File: config.mk
export PLATFORM = sky130hd
export DESIGN_NAME = uff_top
export DESIGN_NICKNAME = d
export VERILOG_FILES = /design/src/verilog/uff_pkg_unused_guard.sv /design/src/verilog/uff_pkg.sv /design/src/verilog/uff_mem.sv /design/src/verilog/uff_top.sv
export SDC_FILE = /design/constraint.sdc
export NUM_CORES = 1
export LEC_CHECK = 0
export ABC_AREA = 1
export BUFFER_PORTS_ARGS = -buffer_cell sky130_fd_sc_hd__buf_2
export CELL_PAD_IN_SITES_DETAIL_PLACEMENT = 1
export CELL_PAD_IN_SITES_GLOBAL_PLACEMENT = 1
export CORE_UTILIZATION = 24
export DETAILED_ROUTE_END_ITERATION = 10
export PLACE_DENSITY = 0.42
export SYNTH_ARGS = -nofsm -noshare
export SYNTH_HDL_FRONTEND = slang
export SYNTH_SLANG_ARGS = --single-unit
File: constraint.sdc
create_clock -name sys_clk_i -period 3.2 [get_ports sys_clk_i]
set_input_delay 0.16 -clock sys_clk_i [delete_from_list [all_inputs] [get_ports sys_clk_i]]
set_output_delay 0.16 -clock sys_clk_i [all_outputs]
set_load 0.01 [all_outputs]
File: src/verilog/uff_pkg_unused_guard.sv
`default_nettype none
`default_nettype wire

File: src/verilog/uff_pkg.sv
`default_nettype none
package uff_pkg;
  localparam int FIFO_DEPTH = 32;
  localparam int ADDR_W = 4;
  // register offsets
  localparam logic [3:0] A_DATA = 4'h0;
  localparam logic [3:0] A_INT_EN = 4'h1;
  localparam logic [3:0] A_INT_STAT = 4'h2;
  localparam logic [3:0] A_LINE_CTL = 4'h3;
  localparam logic [3:0] A_MODEM_CTL = 4'h4;
  localparam logic [3:0] A_LINE_STAT = 4'h5;
  localparam logic [3:0] A_ENH_FEAT = 4'h6;
  localparam logic [3:0] A_EXTRA_FEAT = 4'h7;
  localparam logic [3:0] A_XON1 = 4'h8;
  localparam logic [3:0] A_XCHR_MASK = 4'hC;
  localparam logic [3:0] A_DIV_LO = 4'hC;
  localparam logic [3:0] A_DIV_HI = 4'hD;
  // field positions
  localparam int LS_THR_EMPTY = 5;
  localparam int LS_TX_EMPTY = 6;
  localparam int IE_RX = 0;
  localparam int IE_TX = 1;
  localparam int IE_XOFF = 5;
  localparam int IE_RTS = 6;
  localparam int IE_CTS = 7;
  localparam int EF_SW_RX = 0;
  localparam int EF_SW_DOUBLE = 1;
  localparam int EF_SW_TX = 2;
  localparam int EF_ENH = 4;
  localparam int EF_AUTO_RTS = 6;
  localparam int EF_AUTO_CTS = 7;
  localparam int MC_RTS = 1;
  localparam int XF_RX_TRIG_INT = 3;
  localparam int LC_PAR_EN = 3;
  localparam int LC_PAR_EVEN = 4;
  localparam int FC_TX_TRIG = 4;
  localparam int FC_RX_TRIG = 6;
  // reset values
  localparam logic [7:0] REG_RESET = 8'h00;
  localparam logic [15:0] DIV_RESET = 16'h0001;
  // serial timing, in 16x ticks and bits
  localparam int OVERSAMPLE = 16;
  localparam int MID_SAMPLE = 8;
  localparam logic [3:0] OS_LAST = 4'(OVERSAMPLE - 1);
  localparam logic [3:0] MID_LAST = 4'(MID_SAMPLE - 1);
  localparam logic [3:0] FRAME_BASE = 4'h7;
  localparam logic [2:0] WL_LAST_BASE = 3'h4;
  localparam logic [7:0] WL_MASK_BASE = 8'hE0;
  localparam int TMO_WORDS = 4;
  localparam int TMO_EXTRA_BITS = 12;
  localparam int FLOW_DELAY_CHARS = 2;
  // fifo levels
  localparam logic [5:0] LVL_0 = 6'h00;
  localparam logic [5:0] LVL_8 = 6'h08;
  localparam logic [5:0] LVL_16 = 6'h10;
  localparam logic [5:0] LVL_24 = 6'h18;
  localparam logic [5:0] LVL_28 = 6'h1C;
  localparam logic [5:0] LVL_32 = 6'h20;

  typedef struct packed {
    logic brk;
    logic frm;
    logic perr;
    logic [7:0] data;
  } uff_rx_entry_t;

  function automatic logic [5:0] uff_trig(input logic [1:0] s);
    case (s)
      2'b00: return LVL_8;
      2'b01: return LVL_16;
      2'b10: return LVL_24;
      default: return LVL_28;
    endcase
  endfunction

  function automatic logic [5:0] uff_trig_above(input logic [1:0] s);
    case (s)
      2'b00: return LVL_16;
      2'b01: return LVL_24;
      2'b10: return LVL_28;
      default: return LVL_32;
    endcase
  endfunction

  function automatic logic [5:0] uff_trig_below(input logic [1:0] s);
    case (s)
      2'b00: return LVL_0;
      2'b01: return LVL_8;
      2'b10: return LVL_16;
      default: return LVL_24;
    endcase
  endfunction
endpackage
`default_nettype wire

File: src/verilog/uff_mem.sv
`timescale 1ns/1ps
`default_nettype none
module uff_mem #(
  parameter int WIDTH = 8,
  parameter int DEPTH = 32,
  parameter int AW = $clog2(DEPTH)
) (
  // clock
  input wire logic sys_clk_i,
  // write side
  input wire logic we_i,
  input wire logic [AW-1:0] waddr_i,
  input wire logic [WIDTH-1:0] wdata_i,
  // read side
  input wire logic [AW-1:0] raddr_i,
  output logic [WIDTH-1:0] rdata_o
);
  logic [WIDTH-1:0] mem [DEPTH];

  // write-through so a word written into an empty fifo is seen at once
  always_ff @(posedge sys_clk_i) begin
    if (we_i) begin
      mem[waddr_i] <= wdata_i;
    end
    rdata_o <= (we_i && waddr_i == raddr_i) ? wdata_i : mem[raddr_i];
  end
endmodule
`default_nettype wire

File: src/verilog/uff_top.sv
// The register addresses and the strobed register port were left to the implementer.
`timescale 1ns/1ps
`default_nettype none
module uff_top
  import uff_pkg::*;
#(
  parameter int DEPTH = FIFO_DEPTH
) (
  // clock and reset
  input wire logic sys_clk_i,
  input wire logic reset_n_i,
  // register port
  input wire logic [ADDR_W-1:0] addr_i,
  input wire logic [7:0] wdata_i,
  input wire logic wr_i,
  input wire logic rd_i,
  output logic [7:0] rdata_o,
  // serial link
  input wire logic rx_i,
  input wire logic cts_n_i,
  output logic tx_o,
  output logic rts_n_o,
  // interrupt request
  output logic int_o
);
  localparam int PW = $clog2(DEPTH);
  localparam int CW = PW + 1;
  localparam logic [PW-1:0] PTR_ONE = PW'(1);
  localparam logic [CW-1:0] CNT_ONE = CW'(1);
  localparam logic [CW-1:0] CNT_FULL = CW'(DEPTH);

  typedef enum logic [2:0] {TX_IDLE, TX_START, TX_DATA, TX_PAR, TX_STOP}
    uff_tx_state_t;
  typedef enum logic [2:0] {RX_IDLE, RX_START, RX_DATA, RX_PAR, RX_STOP}
    uff_rx_state_t;

  logic [7:0] int_enable, fifo_control, line_control, modem_control;
  logic [7:0] enhanced_feature, extra_feature;
  logic [7:0] flow_chr [4];
  logic [15:0] divisor, div_cnt;
  logic tick;
  logic [PW-1:0] tx_wr_ptr, tx_rd_ptr, rx_wr_ptr, rx_rd_ptr;
  logic [CW-1:0] tx_count, rx_count;
  logic [7:0] tx_head, tx_char;
  uff_rx_entry_t rx_head, rx_new;
  uff_tx_state_t tx_state;
  uff_rx_state_t rx_state;
  logic [3:0] tx_tcnt, rx_tcnt;
  logic [2:0] tx_bit, rx_bit;
  logic [7:0] rx_char;
  logic rx_prev, rx_perr, rx_frm, rx_done;
  logic prev_on1, prev_off1, xoff_flag, flow_evt;
  logic rts_hold, cts_prev, rx_above_q;
  logic [1:0] flow_left;
  logic flow_off, xoff_sent, xdly_run;
  logic [8:0] xdly_cnt;
  logic [9:0] tmo_cnt;

  // decode
  wire enh_en = enhanced_feature[EF_ENH];
  wire wr_data = wr_i && addr_i == A_DATA;
  wire rd_data = rd_i && addr_i == A_DATA;
  wire rd_istat = rd_i && addr_i == A_INT_STAT;
  wire xchr_sel = (addr_i & A_XCHR_MASK) == A_XON1;
  wire [1:0] rx_sel = fifo_control[FC_RX_TRIG+:2];
  wire [1:0] tx_sel = fifo_control[FC_TX_TRIG+:2];
  wire [CW-1:0] rx_trig = CW'(uff_trig(rx_sel));
  wire [CW-1:0] tx_trig = CW'(uff_trig(tx_sel));
  wire [CW-1:0] rts_hi = CW'(uff_trig_above(rx_sel));
  wire [CW-1:0] rts_lo = CW'(uff_trig_below(rx_sel));

  // character geometry from the line control word length
  wire [7:0] wl_mask = ~(WL_MASK_BASE << line_control[1:0]);
  wire [2:0] wl_last = WL_LAST_BASE + {1'b0, line_control[1:0]};
  wire par_en = line_control[LC_PAR_EN];
  wire [3:0] frame_bits = FRAME_BASE + {2'b00, line_control[1:0]}
                          + {3'b000, par_en};
  wire [5:0] tmo_bits = 6'(frame_bits * TMO_WORDS + TMO_EXTRA_BITS);
  wire [9:0] tmo_limit = 10'(tmo_bits * OVERSAMPLE);
  wire [8:0] xdly_limit = 9'(frame_bits * FLOW_DELAY_CHARS * OVERSAMPLE);

  // register writes; enhanced interrupt enables are locked unless the enhanced feature bit is set
  always_ff @(posedge sys_clk_i or negedge reset_n_i) begin
    if (!reset_n_i) begin
      int_enable <= REG_RESET;
      fifo_control <= REG_RESET;
      line_control <= REG_RESET;
      modem_control <= REG_RESET;
      enhanced_feature <= REG_RESET;
      extra_feature <= REG_RESET;
      divisor <= DIV_RESET;
      for (int i = 0; i < 4; i++) begin
        flow_chr[i] <= REG_RESET;
      end
    end else if (wr_i) begin
      if (xchr_sel) begin
        flow_chr[addr_i[1:0]] <= wdata_i;
      end
      case (addr_i)
        A_INT_EN: int_enable <= enh_en ? wdata_i :
                                {int_enable[7:4], wdata_i[3:0]};
        A_INT_STAT: fifo_control <= wdata_i;
        A_LINE_CTL: line_control <= wdata_i;
        A_MODEM_CTL: modem_control <= wdata_i;
        A_ENH_FEAT: enhanced_feature <= wdata_i;
        A_EXTRA_FEAT: extra_feature <= wdata_i;
        A_DIV_HI: divisor[15:8] <= wdata_i;
        default: ;
      endcase
      if (addr_i == A_DIV_LO) begin
        divisor[7:0] <= wdata_i;
      end
    end
  end

  // 16x sampling tick
  always_ff @(posedge sys_clk_i or negedge reset_n_i) begin
    if (!reset_n_i) begin
      div_cnt <= 16'h0000;
      tick <= 1'b0;
    end else begin
      tick <= div_cnt >= divisor - 16'h0001;
      div_cnt <= (div_cnt >= divisor - 16'h0001) ? 16'h0000 :
                 div_cnt + 16'h0001;
    end
  end

  // transmit fifo
  wire cts_halt = enhanced_feature[EF_AUTO_CTS] && cts_n_i;
  wire sw_rx_en = enhanced_feature[EF_SW_RX];
  wire xoff_halt = sw_rx_en && xoff_flag;
  wire tx_idle = tx_state == TX_IDLE;
  wire tx_push = wr_data && tx_count != CNT_FULL;
  wire tx_start_flow = tx_idle && !cts_halt && flow_left != 2'h0;
  wire tx_load = tx_idle && !cts_halt && flow_left == 2'h0 &&
                 !xoff_halt && tx_count != '0;
  wire [PW-1:0] tx_raddr = tx_load ? tx_rd_ptr + PTR_ONE : tx_rd_ptr;
  wire thr_empty = tx_count == '0;
  wire tx_empty = thr_empty && tx_idle;

  always_ff @(posedge sys_clk_i or negedge reset_n_i) begin
    if (!reset_n_i) begin
      tx_wr_ptr <= '0;
      tx_rd_ptr <= '0;
      tx_count <= '0;
    end else begin
      if (tx_push) tx_wr_ptr <= tx_wr_ptr + PTR_ONE;
      if (tx_load) tx_rd_ptr <= tx_rd_ptr + PTR_ONE;
      if (tx_push && !tx_load) tx_count <= tx_count + CNT_ONE;
      else if (!tx_push && tx_load) tx_count <= tx_count - CNT_ONE;
    end
  end

  uff_mem #(.WIDTH(8), .DEPTH(DEPTH)) u_tx_mem (
    .sys_clk_i(sys_clk_i),
    .we_i(tx_push),
    .waddr_i(tx_wr_ptr),
    .wdata_i(wdata_i),
    .raddr_i(tx_raddr),
    .rdata_o(tx_head)
  );

  // transmitter; halts are only looked at between characters
  wire dbl = enhanced_feature[EF_SW_DOUBLE];
  wire [1:0] flow_idx = {flow_off, dbl && flow_left == 2'h1};
  wire tx_par_bit = (^(tx_char & wl_mask)) ^ ~line_control[LC_PAR_EVEN];
  wire tx_bit_end = tick && tx_tcnt == OS_LAST;

  always_ff @(posedge sys_clk_i or negedge reset_n_i) begin
    if (!reset_n_i) begin
      tx_state <= TX_IDLE;
      tx_o <= 1'b1;
      tx_tcnt <= 4'h0;
      tx_bit <= 3'h0;
      tx_char <= 8'h00;
    end else begin
      if (tick) tx_tcnt <= tx_tcnt + 4'h1;
      unique case (tx_state)
        TX_IDLE: if (tx_load || tx_start_flow) begin
          tx_char <= tx_load ? tx_head : flow_chr[flow_idx];
          tx_state <= TX_START;
          tx_o <= 1'b0;
          tx_tcnt <= 4'h0;
          tx_bit <= 3'h0;
        end
        TX_START: if (tx_bit_end) begin
          tx_state <= TX_DATA;
          tx_o <= tx_char[0];
        end
        TX_DATA: if (tx_bit_end) begin
          if (tx_bit == wl_last) begin
            tx_state <= par_en ? TX_PAR : TX_STOP;
            tx_o <= par_en ? tx_par_bit : 1'b1;
          end else begin
            tx_bit <= tx_bit + 3'h1;
            tx_o <= tx_char[tx_bit + 3'h1];
          end
        end
        TX_PAR: if (tx_bit_end) begin
          tx_state <= TX_STOP;
          tx_o <= 1'b1;
        end
        TX_STOP: if (tx_bit_end) tx_state <= TX_IDLE;
      endcase
    end
  end

  // receiver
  wire rx_par_exp = (^(rx_char & wl_mask)) ^ ~line_control[LC_PAR_EVEN];
  wire rx_bit_end = tick && rx_tcnt == OS_LAST;

  always_ff @(posedge sys_clk_i or negedge reset_n_i) begin
    if (!reset_n_i) begin
      rx_state <= RX_IDLE;
      rx_prev <= 1'b1;
      rx_tcnt <= 4'h0;
      rx_bit <= 3'h0;
      rx_char <= 8'h00;
      rx_perr <= 1'b0;
      rx_frm <= 1'b0;
      rx_done <= 1'b0;
    end else begin
      rx_prev <= rx_i;
      rx_done <= 1'b0;
      if (tick) rx_tcnt <= rx_tcnt + 4'h1;
      unique case (rx_state)
        RX_IDLE: if (rx_prev && !rx_i) begin
          rx_state <= RX_START;
          rx_tcnt <= 4'h0;
        end
        RX_START: if (tick && rx_tcnt == MID_LAST) begin
          rx_tcnt <= 4'h0;
          rx_bit <= 3'h0;
          rx_char <= 8'h00;
          rx_perr <= 1'b0;
          rx_state <= rx_i ? RX_IDLE : RX_DATA;
        end
        RX_DATA: if (rx_bit_end) begin
          rx_char[rx_bit] <= rx_i;
          rx_bit <= rx_bit + 3'h1;
          if (rx_bit == wl_last) rx_state <= par_en ? RX_PAR : RX_STOP;
        end
        RX_PAR: if (rx_bit_end) begin
          rx_perr <= rx_i != rx_par_exp;
          rx_state <= RX_STOP;
        end
        RX_STOP: if (rx_bit_end) begin
          rx_frm <= !rx_i;
          rx_done <= 1'b1;
          rx_state <= RX_IDLE;
        end
      endcase
    end
  end

  // flow character matching on the word length bits only
  wire [7:0] rx_m = rx_char & wl_mask;
  wire m_on1 = rx_m == (flow_chr[0] & wl_mask);
  wire m_on2 = rx_m == (flow_chr[1] & wl_mask);
  wire m_off1 = rx_m == (flow_chr[2] & wl_mask);
  wire m_off2 = rx_m == (flow_chr[3] & wl_mask);
  wire xon_hit = rx_done && sw_rx_en && (dbl ? prev_on1 && m_on2 : m_on1);
  wire xoff_hit = rx_done && sw_rx_en &&
                  (dbl ? prev_off1 && m_off2 : m_off1);
  wire flow_match = sw_rx_en &&
                    (m_on1 || m_off1 || (dbl && (m_on2 || m_off2)));

  // receive fifo; accepts until full whatever rts shows
  wire rx_push = rx_done && !flow_match && rx_count != CNT_FULL;
  wire rx_pop = rd_data && rx_count != '0;
  wire [PW-1:0] rx_raddr = rx_pop ? rx_rd_ptr + PTR_ONE : rx_rd_ptr;
  wire rx_ready = rx_count != '0;
  assign rx_new = '{brk: rx_frm && rx_char == 8'h00, frm: rx_frm,
                    perr: rx_perr, data: rx_char};

  always_ff @(posedge sys_clk_i or negedge reset_n_i) begin
    if (!reset_n_i) begin
      rx_wr_ptr <= '0;
      rx_rd_ptr <= '0;
      rx_count <= '0;
    end else begin
      if (rx_push) rx_wr_ptr <= rx_wr_ptr + PTR_ONE;
      if (rx_pop) rx_rd_ptr <= rx_rd_ptr + PTR_ONE;
      if (rx_push && !rx_pop) rx_count <= rx_count + CNT_ONE;
      else if (!rx_push && rx_pop) rx_count <= rx_count - CNT_ONE;
    end
  end

  uff_mem #(.WIDTH($bits(uff_rx_entry_t)), .DEPTH(DEPTH)) u_rx_mem (
    .sys_clk_i(sys_clk_i),
    .we_i(rx_push),
    .waddr_i(rx_wr_ptr),
    .wdata_i(rx_new),
    .raddr_i(rx_raddr),
    .rdata_o(rx_head)
  );

  // flow control state
  wire auto_rts = enhanced_feature[EF_AUTO_RTS] &&
                  modem_control[MC_RTS];
  wire next_rts_hold = auto_rts &&
    (rx_count >= rts_hi || (rts_hold && rx_count > rts_lo));
  wire rts_rise = next_rts_hold && !rts_hold;
  wire cts_rise = enhanced_feature[EF_AUTO_CTS] && cts_n_i && !cts_prev;
  wire flow_set = (rts_rise && int_enable[IE_RTS]) ||
                  (cts_rise && int_enable[IE_CTS]);
  wire sw_tx_en = enhanced_feature[EF_SW_TX];
  wire rx_above = rx_count >= rx_trig;
  wire xoff_fire = xdly_run && tick && xdly_cnt == xdly_limit;
  wire xon_fire = sw_tx_en && xoff_sent && !xdly_run &&
                  rx_count <= rts_lo;
  wire [1:0] flow_n = dbl ? 2'h2 : 2'h1;
  wire tmo_hit = rx_ready && tmo_cnt == tmo_limit;

  always_ff @(posedge sys_clk_i or negedge reset_n_i) begin
    if (!reset_n_i) begin
      rts_hold <= 1'b0;
      rts_n_o <= 1'b1;
      cts_prev <= 1'b0;
      flow_evt <= 1'b0;
      prev_on1 <= 1'b0;
      prev_off1 <= 1'b0;
      xoff_flag <= 1'b0;
    end else begin
      rts_hold <= next_rts_hold;
      rts_n_o <= ~modem_control[MC_RTS] | next_rts_hold;
      cts_prev <= cts_n_i;
      if (flow_set) flow_evt <= 1'b1;
      else if (rd_istat) flow_evt <= 1'b0;
      if (rx_done) begin
        prev_on1 <= m_on1;
        prev_off1 <= m_off1;
      end
      if (xoff_hit) xoff_flag <= 1'b1;
      else if (xon_hit) xoff_flag <= 1'b0;
    end
  end

  always_ff @(posedge sys_clk_i or negedge reset_n_i) begin
    if (!reset_n_i) begin
      rx_above_q <= 1'b0;
      xdly_run <= 1'b0;
      xdly_cnt <= 9'h000;
      xoff_sent <= 1'b0;
      flow_left <= 2'h0;
      flow_off <= 1'b0;
      tmo_cnt <= 10'h000;
    end else begin
      rx_above_q <= rx_above;
      if (!sw_tx_en) xdly_run <= 1'b0;
      else if (rx_above && !rx_above_q && !xoff_sent) begin
        xdly_run <= 1'b1;
        xdly_cnt <= 9'h000;
      end else if (xoff_fire) xdly_run <= 1'b0;
      else if (xdly_run && tick) xdly_cnt <= xdly_cnt + 9'h001;
      if (xoff_fire) xoff_sent <= 1'b1;
      else if (xon_fire || !sw_tx_en) xoff_sent <= 1'b0;
      if (xoff_fire || xon_fire) begin
        flow_left <= flow_n;
        flow_off <= xoff_fire;
      end else if (tx_start_flow) flow_left <= flow_left - 2'h1;
      if (rx_done || rx_pop || !rx_ready) tmo_cnt <= 10'h000;
      else if (tick && !tmo_hit) tmo_cnt <= tmo_cnt + 10'h001;
    end
  end

  // status and interrupt
  wire rx_cond = extra_feature[XF_RX_TRIG_INT] ? rx_above : rx_ready;
  wire ip_rx = int_enable[IE_RX] && rx_cond;
  wire ip_tmo = int_enable[IE_RX] && tmo_hit;
  wire ip_tx = int_enable[IE_TX] && tx_count < tx_trig;
  wire ip_xoff = int_enable[IE_XOFF] && xoff_flag;
  wire ip_any = ip_rx || ip_tmo || ip_tx || ip_xoff || flow_evt;
  wire [2:0] head_tags = rx_ready ? {rx_head.brk, rx_head.frm, rx_head.perr}
                                  : 3'b000;
  wire [7:0] line_status = {1'b0, tx_empty, thr_empty, head_tags,
                            1'b0, rx_ready};
  wire [7:0] int_status = {2'b00, flow_evt, xoff_flag, ip_tmo, ip_rx,
                           ip_tx, !ip_any};
  wire [7:0] rx_data_rd = rx_ready ? rx_head.data : 8'h00;
  wire [7:0] rd_word =
    (addr_i == A_DATA) ? rx_data_rd :
    (addr_i == A_INT_EN) ? int_enable :
    (addr_i == A_INT_STAT) ? int_status :
    (addr_i == A_LINE_CTL) ? line_control :
    (addr_i == A_MODEM_CTL) ? modem_control :
    (addr_i == A_LINE_STAT) ? line_status :
    (addr_i == A_ENH_FEAT) ? enhanced_feature :
    (addr_i == A_EXTRA_FEAT) ? extra_feature :
    xchr_sel ? flow_chr[addr_i[1:0]] :
    (addr_i == A_DIV_LO) ? divisor[7:0] :
    (addr_i == A_DIV_HI) ? divisor[15:8] : 8'h00;

  always_ff @(posedge sys_clk_i or negedge reset_n_i) begin
    if (!reset_n_i) begin
      rdata_o <= 8'h00;
      int_o <= 1'b0;
    end else begin
      rdata_o <= rd_i ? rd_word : 8'h00;
      int_o <= ip_any;
    end
  end
endmodule
`default_nettype wire
After elaboration in Yosys (flattened, before gate mapping):

Memories as Yosys holds them, arrays and structs flattened. A register that Yosys moved wholly into a read port is not among the register bits.
Index checks and enable logic that the tools add are counted.

* add/sub/neg operators: 21
* order comparisons: 12
* eq/ne operators: 52
* shift operators: 1
* muxes and demuxes: 109
* bitwise gates (word level): 14
* reduce and logical (&&, ||, !) cells: 129

Operators with widths (number)
* $mux W8: 21
* $mux W3: 19
* $logic_and A1 B1 Y1: 54
* $and A8 B8 Y8: 6
* $pmux W5 S3: 3
* $bmux W8 S2: 2
* $bwmux W32: 1
* $eq A8 B8 Y1: 4
* $pmux W3 S5: 2
* $mux W1: 28
* $mux W9: 3
* $mux W4: 6
* $mux W6: 4
* $ne A2 B2 Y1 const B: 12
* $reduce_bool A2 Y1: 12
* $reduce_and A2 Y1: 11
* $add A5 B1 Y5 const B: 4
* $eq A4 B3 Y1 const B: 5
* $mux W10: 2
* $pmux W6 S3: 1
* $logic_not A1 Y1: 17
* $add A16 B1 Y16 const B: 1
* $demux W8 S2: 1
* $eq A4 B4 Y1 const B: 4
* other kinds (66): 115

* bits in registers: 227
* bits in writable memories: 608
* input port bits: 18
* memories kept: 2

Memories
* u_rx_mem.mem: words 32, width 11, rd ports 1, clocked after Yosys merged registers in 1, write ports 1, RTL line uff_mem.sv:18 `logic [WIDTH-1:0] mem [DEPTH];`
* u_tx_mem.mem: words 32, width 8, rd ports 1, clocked after Yosys merged registers in 1, write ports 1, RTL line uff_mem.sv:18

Logic depth before layout (Yosys ltp):

Gate-level depths: netlist of the first run.

* depth after elaboration: 15
* depth in mapped cells: 26

By module:

A second synthesis of the first run with hierarchy kept.

* cells, all modules: 3876
* area total of the unflattened synthesis: 38518.2 sq um

Modules (own cells, without submodules)
* uff_mem at u_rx_mem: instances 1, cells an instance 1243, area each 14546.5 sq um, sequential area each 10670.2 sq um
* uff_top: instances 1, cells an instance 1714, area each 13244.0 sq um, sequential area each 5585.4 sq um
* uff_mem at u_tx_mem: instances 1, cells an instance 919, area each 10727.8 sq um, sequential area each 7787.5 sq um

Worst setup path after synthesis of the first run:

OpenSTA, ideal clock, no wires.

* kind: reg-to-reg
* start point: register rx_char[6]
* end point: register rx_count[5]
* data arrival time: 3393 ps
* path slack: -273 ps
* cell stages (with the launch flop): 26
* clock period less this slack: 3473 ps
* cell sequence: dfrtp_1 > buf_2 > a21oi_1 > o21ai_0 > nand2_1 > nor2_2 > nand2_1 > nand2_1 > nand2_1 > nand2_2 > nand2_4 > nand2_4 > buf_12 > buf_12 > inv_2 > ha_1 > inv_1 > ha_1 > a21oi_1 > nand2_1 > nand2_1 > nand2_1 > a21oi_1 > o21ai_0 > a21oi_1 > xor2_1

* longest elaborated chain between the ends: 12
* elaborated cells between the ends (all ways): 18
* classes of those cells: eq/ne: 4; mux: 1; bitwise: 1; reduce/logical: 12

RTL lines
* start: declaration: RTL line uff_top.sv:50 `logic [7:0] rx_char;`
* start signal: indexed assignment: RTL line uff_top.sv:239 `rx_char[rx_bit] <= rx_i;`
* $and A8 B8 Y8 *: RTL line uff_top.sv:257 `wire [7:0] rx_m = rx_char & wl_mask;`
* $eq A8 B8 Y1 (on tied branches): RTL line uff_top.sv:259, uff_top.sv:261
* $logic_or A1 B1 Y1: RTL line uff_top.sv:266 `(m_on1 || m_off1 || (dbl && (m_on2 || m_off2)));`
* $logic_and A1 B1 Y1: RTL line uff_top.sv:266
* $logic_or A1 B1 Y1 *: RTL line uff_top.sv:266
* $logic_and A1 B1 Y1 *: RTL line uff_top.sv:265 `wire flow_match = sw_rx_en &&`
* $logic_not A1 Y1 *: RTL line uff_top.sv:269 `wire rx_push = rx_done && !flow_match && rx_count != CNT_FULL;`
* $logic_and A1 B1 Y1 * (2 in series): RTL line uff_top.sv:269
* net rx_push: RTL line uff_top.sv:269
* $logic_not A1 Y1: RTL line uff_top.sv:285 `else if (!rx_push && rx_pop) rx_count <= rx_count - CNT_ONE;`
* $logic_and A1 B1 Y1: RTL line uff_top.sv:285
* $reduce_bool A2 Y1 (no line)
* end signal: assignment: RTL line uff_top.sv:284 `if (rx_push && !rx_pop) rx_count <= rx_count + CNT_ONE;`
* end signal: assignment: RTL line uff_top.sv:285
* end: declaration: RTL line uff_top.sv:43 `logic [CW-1:0] tx_count, rx_count;`

The timed path passes the listed nets; every way through them passes the cells marked *.
A chain may end at the register's enable or synchronous reset.

Worst setup path after layout of the first run:

* start point: register rx_char[2]
* end point: register rx_count[4]

The elaborated chain is that of the path after synthesis.

==> results.toml, run 1 <==
[drt]
vias = 27000
dr_wl_met2_um = 58500
top_layer_used = "met4"
wl_met1_um = 63100
drc = 0
avgViaCountPerCell = 4.54
wl_met3_um = 3110
finalWirelength_um = 128000
routedWlPerCell_um = 21.4
first_pass_iters = 5
drt_iter0_markers = 1280
postRouteAntennaNets = 0

[critical_path]
critPathRequiredTime_ns = 3.83
crit_arrival_ns = 3.64
slowest_stage = "dfrtp_2"
crit_top_cell = "buf_4"
path_cells = "inv_2 > nand2_1 > nand4_1 > nor3_2 > buf_4 > nand2_2 > nand2_1 > inv_2 > nand2_2 > nand2_4 > nand2_4 > inv_2 > ha_4 > inv_4 > buf_4 > buf_4 > ha_1 > buf_4 > nand2_1 > o21a_1 > or2_2 > a31oi_1"
cp-start-kind = "flip-flop"
max_stage_delay_ns = 0.46
path_class = "reg -> reg"
crit_fanout = 6
endpoint_kind = "flip-flop"

[layout]
area_growth_pct = 19.0
layout-drive-gt1-share_pct = 12.2
fillers = 17500
final_nets = 3893

[clock_tree]
tritoncts = "yes"
clk_pin_slew_ns = 0.06
clk_latency_ns = 0.73
root_buffer = "clkbuf_16"
h-tree-depth = 3
clock_sinks = 841
clock_path_buffers = 3
cts-buffers-inserted = 102

[timing]
hold_viol = 0
rsz0062_at_grt = "true"
worst_pin_slew_ns = 0.911
fin_crit_ns = 3.01
maxSlewViolCount = 0
fmaxAchievable_mhz = 333
fin_hold_ws_ns = 0.0558
final.period_utilization_pct = 94.0
finalSetupTns_ns = 0
maxSlewHeadroom_pct = 39.2
setup_violations = 0
fin_skew_ns = 0.0591

[synth]
yosys.area.top_type = "edfxtp_1"
synth_seq_area_share_pct = 63.4
ys.flop_type = "edfxtp_1"
synth.distinct_cells = 51
synth_top_area_share_pct = 48.2
synth_fp_nets = 3736
synth_edf_count = 608
synth.avg_cell_area_um2 = 10.4
synthTopCellsByArea = "edfxtp_1 48%, dfrtp_1 14%, nand2_1 5.8%"
ys_seq_elements = 841
synth_area_mm2 = 0.0379
synth_cells = 3646
async_flop_share_pct = 26.5
yosys_warnings = 0

[floorplan]
die_w_um = 399
row_count = 145
dieHeight_um = 399
pin_count = 29
start_util_pct = 24.2
die_area_mm2 = 0.160
fp.coreArea_mm2 = 0.157

[power]
p_total_uw = 34600
irDropWorstVdd_mv = 0.457
pwr-share-clk_pct = 34.4
p_leak_uw = 0.0176
p_switching_uw = 12100
p_per_area_mw_per_mm2 = 768
combPwrFrac_pct = 27.6
intPower_uw = 22500
p_seq_share_pct = 38.1
sw_frac_of_total_pct = 35.0

[placed_design]
dpl.hpwl_um = 82800
port_buffers = 28
gp_congestion = 0.787

[run]
max-cap-violations = 0

[outcome]
status = "finished, final reports clean"

[global_route]
grt.overflow.total = 0
track_usage_pct = 16.0
grt_max_degree = 114
grt_pass1_vias = 28000
grt_antenna_before_repair = 2
grt_pass1_wl_um = 191000

[hold_path]
hold_path.class = "in -> reg"
cells by family after synthesis:
| family | count (synthesis) | synth area share, % |
|---|---|---|
| compound gates | 755 | 11.3 |
| xor+xnor | 72 | 1.66 |
| fa+ha+maj | 72 | 2.42 |
| buf+inv | 439 | 4.72 |
| flops | 841 | 63.4 |
| mux | 1 | 0.0297 |
| simple gates | 1466 | 16.5 |
layout by cell type (no fill, tap or decap), types with 8 or more instances in the layout:
cell type / n
inv_1: 250
a21oi_1: 105
edfxtp_1: 608
inv_2: 15
xor2_1: 52
dfrtp_1: 209
nand3b_1: 10
o21ai_1: 39
o22ai_1: 35
buf_2: 27
nor2_1: 500
o21ai_0: 414
buf_4: 168
or2_2: 8
clkbuf_1: 21
bufinv_16: 12
dfrtp_2: 10
o221ai_1: 37
nand3_1: 245
nand2_2: 9
clkbuf_8: 8
nand2_1: 585
clkinv_1: 22
nor2_4: 21
clkinv_2: 20
nor2_2: 8
nor3_1: 34
o211ai_1: 106
ha_1: 68
xnor2_1: 20
clkbuf_16: 102
nand4_1: 22
buf_12: 15
power groups by stage:
stage / sequential, µW / clock, µW / combinational [µW]
floorplan: 13100 / 0 / 6040
global placement: 13400 / 0 / 9650
detailed placement: 13400 / 0 / 9690
CTS: 13200 / 12300 / 9740
global route: 13300 / 12700 / 10800
finish: 13200 / 11900 / 9550
flip-flops by register name, summed over array words and instances (netlist names), 6 cells and up, named ones only:
signal and cells:
div_cnt 16, divisor 16, enhanced_feature 8, extra_feature 8, flow_chr 32, int_enable 8
line_control 8, modem_control 8, rdata_o 8, rx_char 8, rx_count 6, tmo_cnt 10
tx_char 8, tx_count 6, u_rx_mem.mem 352, u_tx_mem.mem 256, xdly_cnt 9
Yosys cell counts (5+ instances only):
cell type / n
inv_2: 16
nor2_2: 8
edfxtp_1: 608
nor2_4: 20
nor3b_1: 6
o22ai_1: 35
nor3_1: 39
nand2_1: 588
o221ai_1: 37
xnor2_1: 20
o21ai_0: 414
dfrtp_1: 219
nand3_1: 246
nand3b_1: 10
a21oi_1: 109
nand4_1: 22
ha_1: 70
buf_2: 68
o211ai_1: 106
clkbuf_1: 91
buf_1: 5
o21ai_1: 39
nand2_2: 6
xor2_1: 52
inv_1: 253
or2_2: 8
nor2_1: 501
dfxtp_1: 10
critical path, delay by kind of cell, from the launching register on:
family,cells,cell delay [ns]
adder cells (fa/ha/maj),2,0.45
AND/OR/NAND/NOR,10,0.91
buffers and inverters,8,0.80
flip-flops,1,0.46
AO/OA/AOI/OAI,2,0.32
what timing repair did:
item,in CTS,in global routing
gates resized for setup,0,33
hold buffers,7,0
endpoints found under the setup margin,0,19
hold endpoints to repair,173,0
setup buffers,0,11
worst paths after layout:
kind / start / end / slack, ns / cells after the start
hold / removal: wdata_i[4] / u_tx_mem.mem[30][4]$_DFFE_PP_ / 0.06 / 2
setup / recovery: rx_char[2]$_DFFE_PN0P_ / rx_count[4]$_DFFE_PN0P_ / 0.19 / 22
max in group asynchronous: reset_n_i / rx_prev$_DFF_PN1_ / 2.12 / 3
hold reg to reg: tx_rd_ptr[4]$_DFF_PN0_ / tx_rd_ptr[4]$_DFF_PN0_ / 0.47 / 1
setup reg to reg: rx_char[2]$_DFFE_PN0P_ / rx_count[4]$_DFFE_PN0P_ / 0.19 / 22
min in group asynchronous: reset_n_i / rdata_o[7]$_DFF_PN0_ / 0.11 / 2
metrics by stage:
step                      instance area [µm²]  util [%]  cells  worst slack, ns
after floorplan                         37900         -   3646          -0.0467
after global placement                  41400      26.4   5738           0.0713
after detailed placement                41400      26.4   5738         -0.00154
after CTS                               44900      28.7   5936           0.0366
after global routing                    45100      28.8   5948          -0.0204
final                                   45100      28.8   5949            0.193
per-layer routing:
layer	up-vias	GRT usage, %
met4	0	4.25
met5	-	0
met3	146	1.96
met1	13600	22.9
met2	256	25.5
li1	13000	-
cell type report:
| type | instances | area [µm²] | area share, % |
|---|---|---|---|
| Clock inverter | 61 | 679 | 1.51 |
| Multi-Input combinational cell | 2366 | 12200 | 27.0 |
| Antenna cell | 1 | 2.50 | 0.00555 |
| Sequential cell | 841 | 24100 | 53.4 |
| Clock buffer | 130 | 2740 | 6.07 |
| Tap cell | 2058 | 2570 | 5.71 |
| Timing Repair Buffer | 222 | 1820 | 4.03 |
| Inverter | 270 | 1030 | 2.27 |
Note: power is estimated with default switching activity, not from simulation.
==> inputs of run 2 (changes only) <==
Settings changed: ABC_AREA 1 to not set, PLACE_DENSITY 0.42 to 0.4.
==> results.toml, run 2 <==
[floorplan]
die_w_um = 394
dieHeight_um = 394
pin_count = 29
row_count = 143
fp.coreArea_mm2 = 0.152
start_util_pct = 24.2
die_area_mm2 = 0.156

[critical_path]
max_stage_delay_ns = 0.47
crit_fanout = 6
endpoint_kind = "flip-flop"
crit_arrival_ns = 3.71
crit_family = "compound AO/OA/AOI/OAI gates"
path_cells = "xnor2_2 > o21ai_2 > a211oi_2 > o41ai_2 > and2_4 > ha_4 > inv_6 > ha_1 > nand3_1 > nand2_1 > a21o_1 > a21oi_2 > mux2i_1 > xnor2_1"
slowest_stage = "dfrtp_2"
path_class = "reg -> reg"
critPathRequiredTime_ns = 3.82
cp-start-kind = "flip-flop"
crit_buf_inv = 1

[global_route]
grt_pass1_wl_um = 164000
grt_max_degree = 80
track_usage_pct = 14.3
grt.overflow.total = 0
grt_antenna_before_repair = 9
grt_pass1_vias = 23200

[timing]
final.period_utilization_pct = 96.4
rsz0062_at_grt = "true"
maxSlewHeadroom_pct = 22.1
hold_viol = 0
fmaxAchievable_mhz = 324
setup_violations = 0
fin_skew_ns = 0.0335
fin_crit_ns = 3.08
worst_pin_slew_ns = 1.17
maxSlewViolCount = 0

[placed_design]
port_buffers = 28
dpl.hpwl_um = 74200
gp_congestion = 0.821
dp_cells = 4418

[clock_tree]
clk_latency_ns = 0.70
root_buffer = "clkbuf_16"
tritoncts = "yes"
clk_pin_slew_ns = 0.06
clock_path_buffers = 3
clock_sinks = 841
h-tree-depth = 3
cts-buffers-inserted = 101

[outcome]
status = "finished, final reports clean"

[layout]
reg.largest.list = "u_rx_mem.mem (352), u_tx_mem.mem (256), flow_chr (32)"
layout_commonest_cell = "edfxtp_1"
regMostFlops = "u_rx_mem.mem"
utilization_pct = 28.7
final_cell_mix = "608 x edfxtp_1, 211 x dfrtp_1, 166 x mux4_2, 151 x buf_4, 143 x nor2_1"
largest_reg_flops = 352
area_growth_pct = 18.5
fillers = 16100
stdcell_count = 4622
layout-drive-gt1-share_pct = 25.6
final_nets = 2591

[synth]
synth_edf_count = 608
synthTopCellsByArea = "edfxtp_1 49%, dfrtp_1 15%, mux4_2 10%"
synth.distinct_cells = 85
synth_fp_nets = 2404
ys.flop_type = "edfxtp_1"
yosys.area.top_type = "edfxtp_1"
yosys_warnings = 0
synth_common_cells = "608 x edfxtp_1, 219 x dfrtp_1, 166 x mux4_2"
synth_seq_area_share_pct = 65.1
synth_top_area_share_pct = 49.4
ys_seq_elements = 841
synth_area_mm2 = 0.0370
yosysMostFrequentCell = "edfxtp_1"
async_flop_share_pct = 26.5
synth.avg_cell_area_um2 = 16.0
synth_cells = 2314

[drt]
drt_iter0_markers = 1045
top_layer_used = "met4"
wl_met1_um = 52800
postRouteAntennaNets = 0
vias = 21000
finalWirelength_um = 111000
dr_wl_met2_um = 52700
first_pass_iters = 7
avgViaCountPerCell = 4.55
drc = 0
routedWlPerCell_um = 24.0
wl_met3_um = 3100

[power]
p_per_area_mw_per_mm2 = 712
p_leak_uw = 0.0158
irDropWorstVdd_mv = 0.375

[run]
max-cap-violations = 0

[hold_path]
hold_path.class = "in -> async"
[run 2: cell count changes after synthesis, sizes merged, moves of 187 or more]
cell	before	now
nor2	529	144
nand3	247	50
nand2	597	105
o21ai	453	74
mux4	0	187
inv	269	54
[run 2: routing by layer]
layer  track usage (%)  vias to the layer above
met5                 0                        -
met4              4.13                        0
met3              1.79                      127
met2              23.1                      297
met1              20.0                    11200
li1                  -                     9364
[run 2: cell families after synthesis]
group | after synthesis | share of synthesized area (%)
AO/OA/AOI/OAI | 263 | 4.53
XOR/XNOR | 138 | 3.27
adder cells (fa/ha/maj) | 72 | 2.48
buffers and inverters | 168 | 2.16
flip-flops | 841 | 65.1
multiplexers | 321 | 15.6
AND/OR/NAND/NOR | 511 | 6.92
[run 2: worst paths after layout]
check                           cells after the start                   start  slack (ns)                      end
worst max-delay path                               14  rx_char[7]$_DFFE_PN0P_        0.12  rx_count[5]$_DFFE_PN0P_
worst min-delay path                                2               reset_n_i        0.01     div_cnt[0]$_DFF_PN0_
worst max register to register                     14  rx_char[7]$_DFFE_PN0P_        0.12  rx_count[5]$_DFFE_PN0P_
worst min register to register                      1  tx_rd_ptr[4]$_DFF_PN0_        0.49   tx_rd_ptr[4]$_DFF_PN0_
max in group asynchronous                           3               reset_n_i        2.21   rx_char[6]$_DFFE_PN0P_
min in group sys_clk_i                              5                    wr_i        0.16   divisor[0]$_DFFE_PN1P_
[run 2: power by group]
group / total (µW) / internal [µW] / switching [µW]
registers: 13300 / 12400 / 957
logic: 6980 / 3300 / 3680
clock network: 10800 / 6140 / 4700
[run 2: layout make-up]
cell class / count / area [µm²] / share of cell area, %
Clock inverter: 55 / 403 / 0.920
Inverter: 56 / 215 / 0.492
Antenna cell: 6 / 15.0 / 0.0343
Timing Repair Buffer: 196 / 1560 / 3.56
Clock buffer: 133 / 2710 / 6.19
Multi-Input combinational cell: 1305 / 12300 / 28.0
Sequential cell: 841 / 24100 / 55.0
Tap cell: 2030 / 2540 / 5.80
[run 2: stage by stage]
| step | hold WS [ns] | TNS [ns] | instance area [µm²] | power (µW) | setup WS (ns) |
|---|---|---|---|---|---|
| after floorplan | -0.136 | 0 | 37100 | 17900 | 0.00440 |
| after global placement | 0.196 | -0.00155 | 40500 | 20500 | -0.00155 |
| after detailed placement | 0.207 | -0.0300 | 40500 | 20700 | -0.0300 |
| after CTS | 0.0179 | 0 | 43600 | 31800 | 0.0227 |
| after global routing | 0.0452 | -0.142 | 43800 | 32800 | -0.0291 |
| final | 0.0136 | 0 | 43800 | 31200 | 0.116 |
[run 2: repair_timing]
action                                  in CTS  in global routing
gates cloned                                 0                  2
pin swaps                                    0                 12
hold buffers                                 5                  0
endpoints found under the setup margin       1                 19
hold endpoints to repair                   153                  0
gates resized for setup                      1                 23
setup buffers                                0                  3
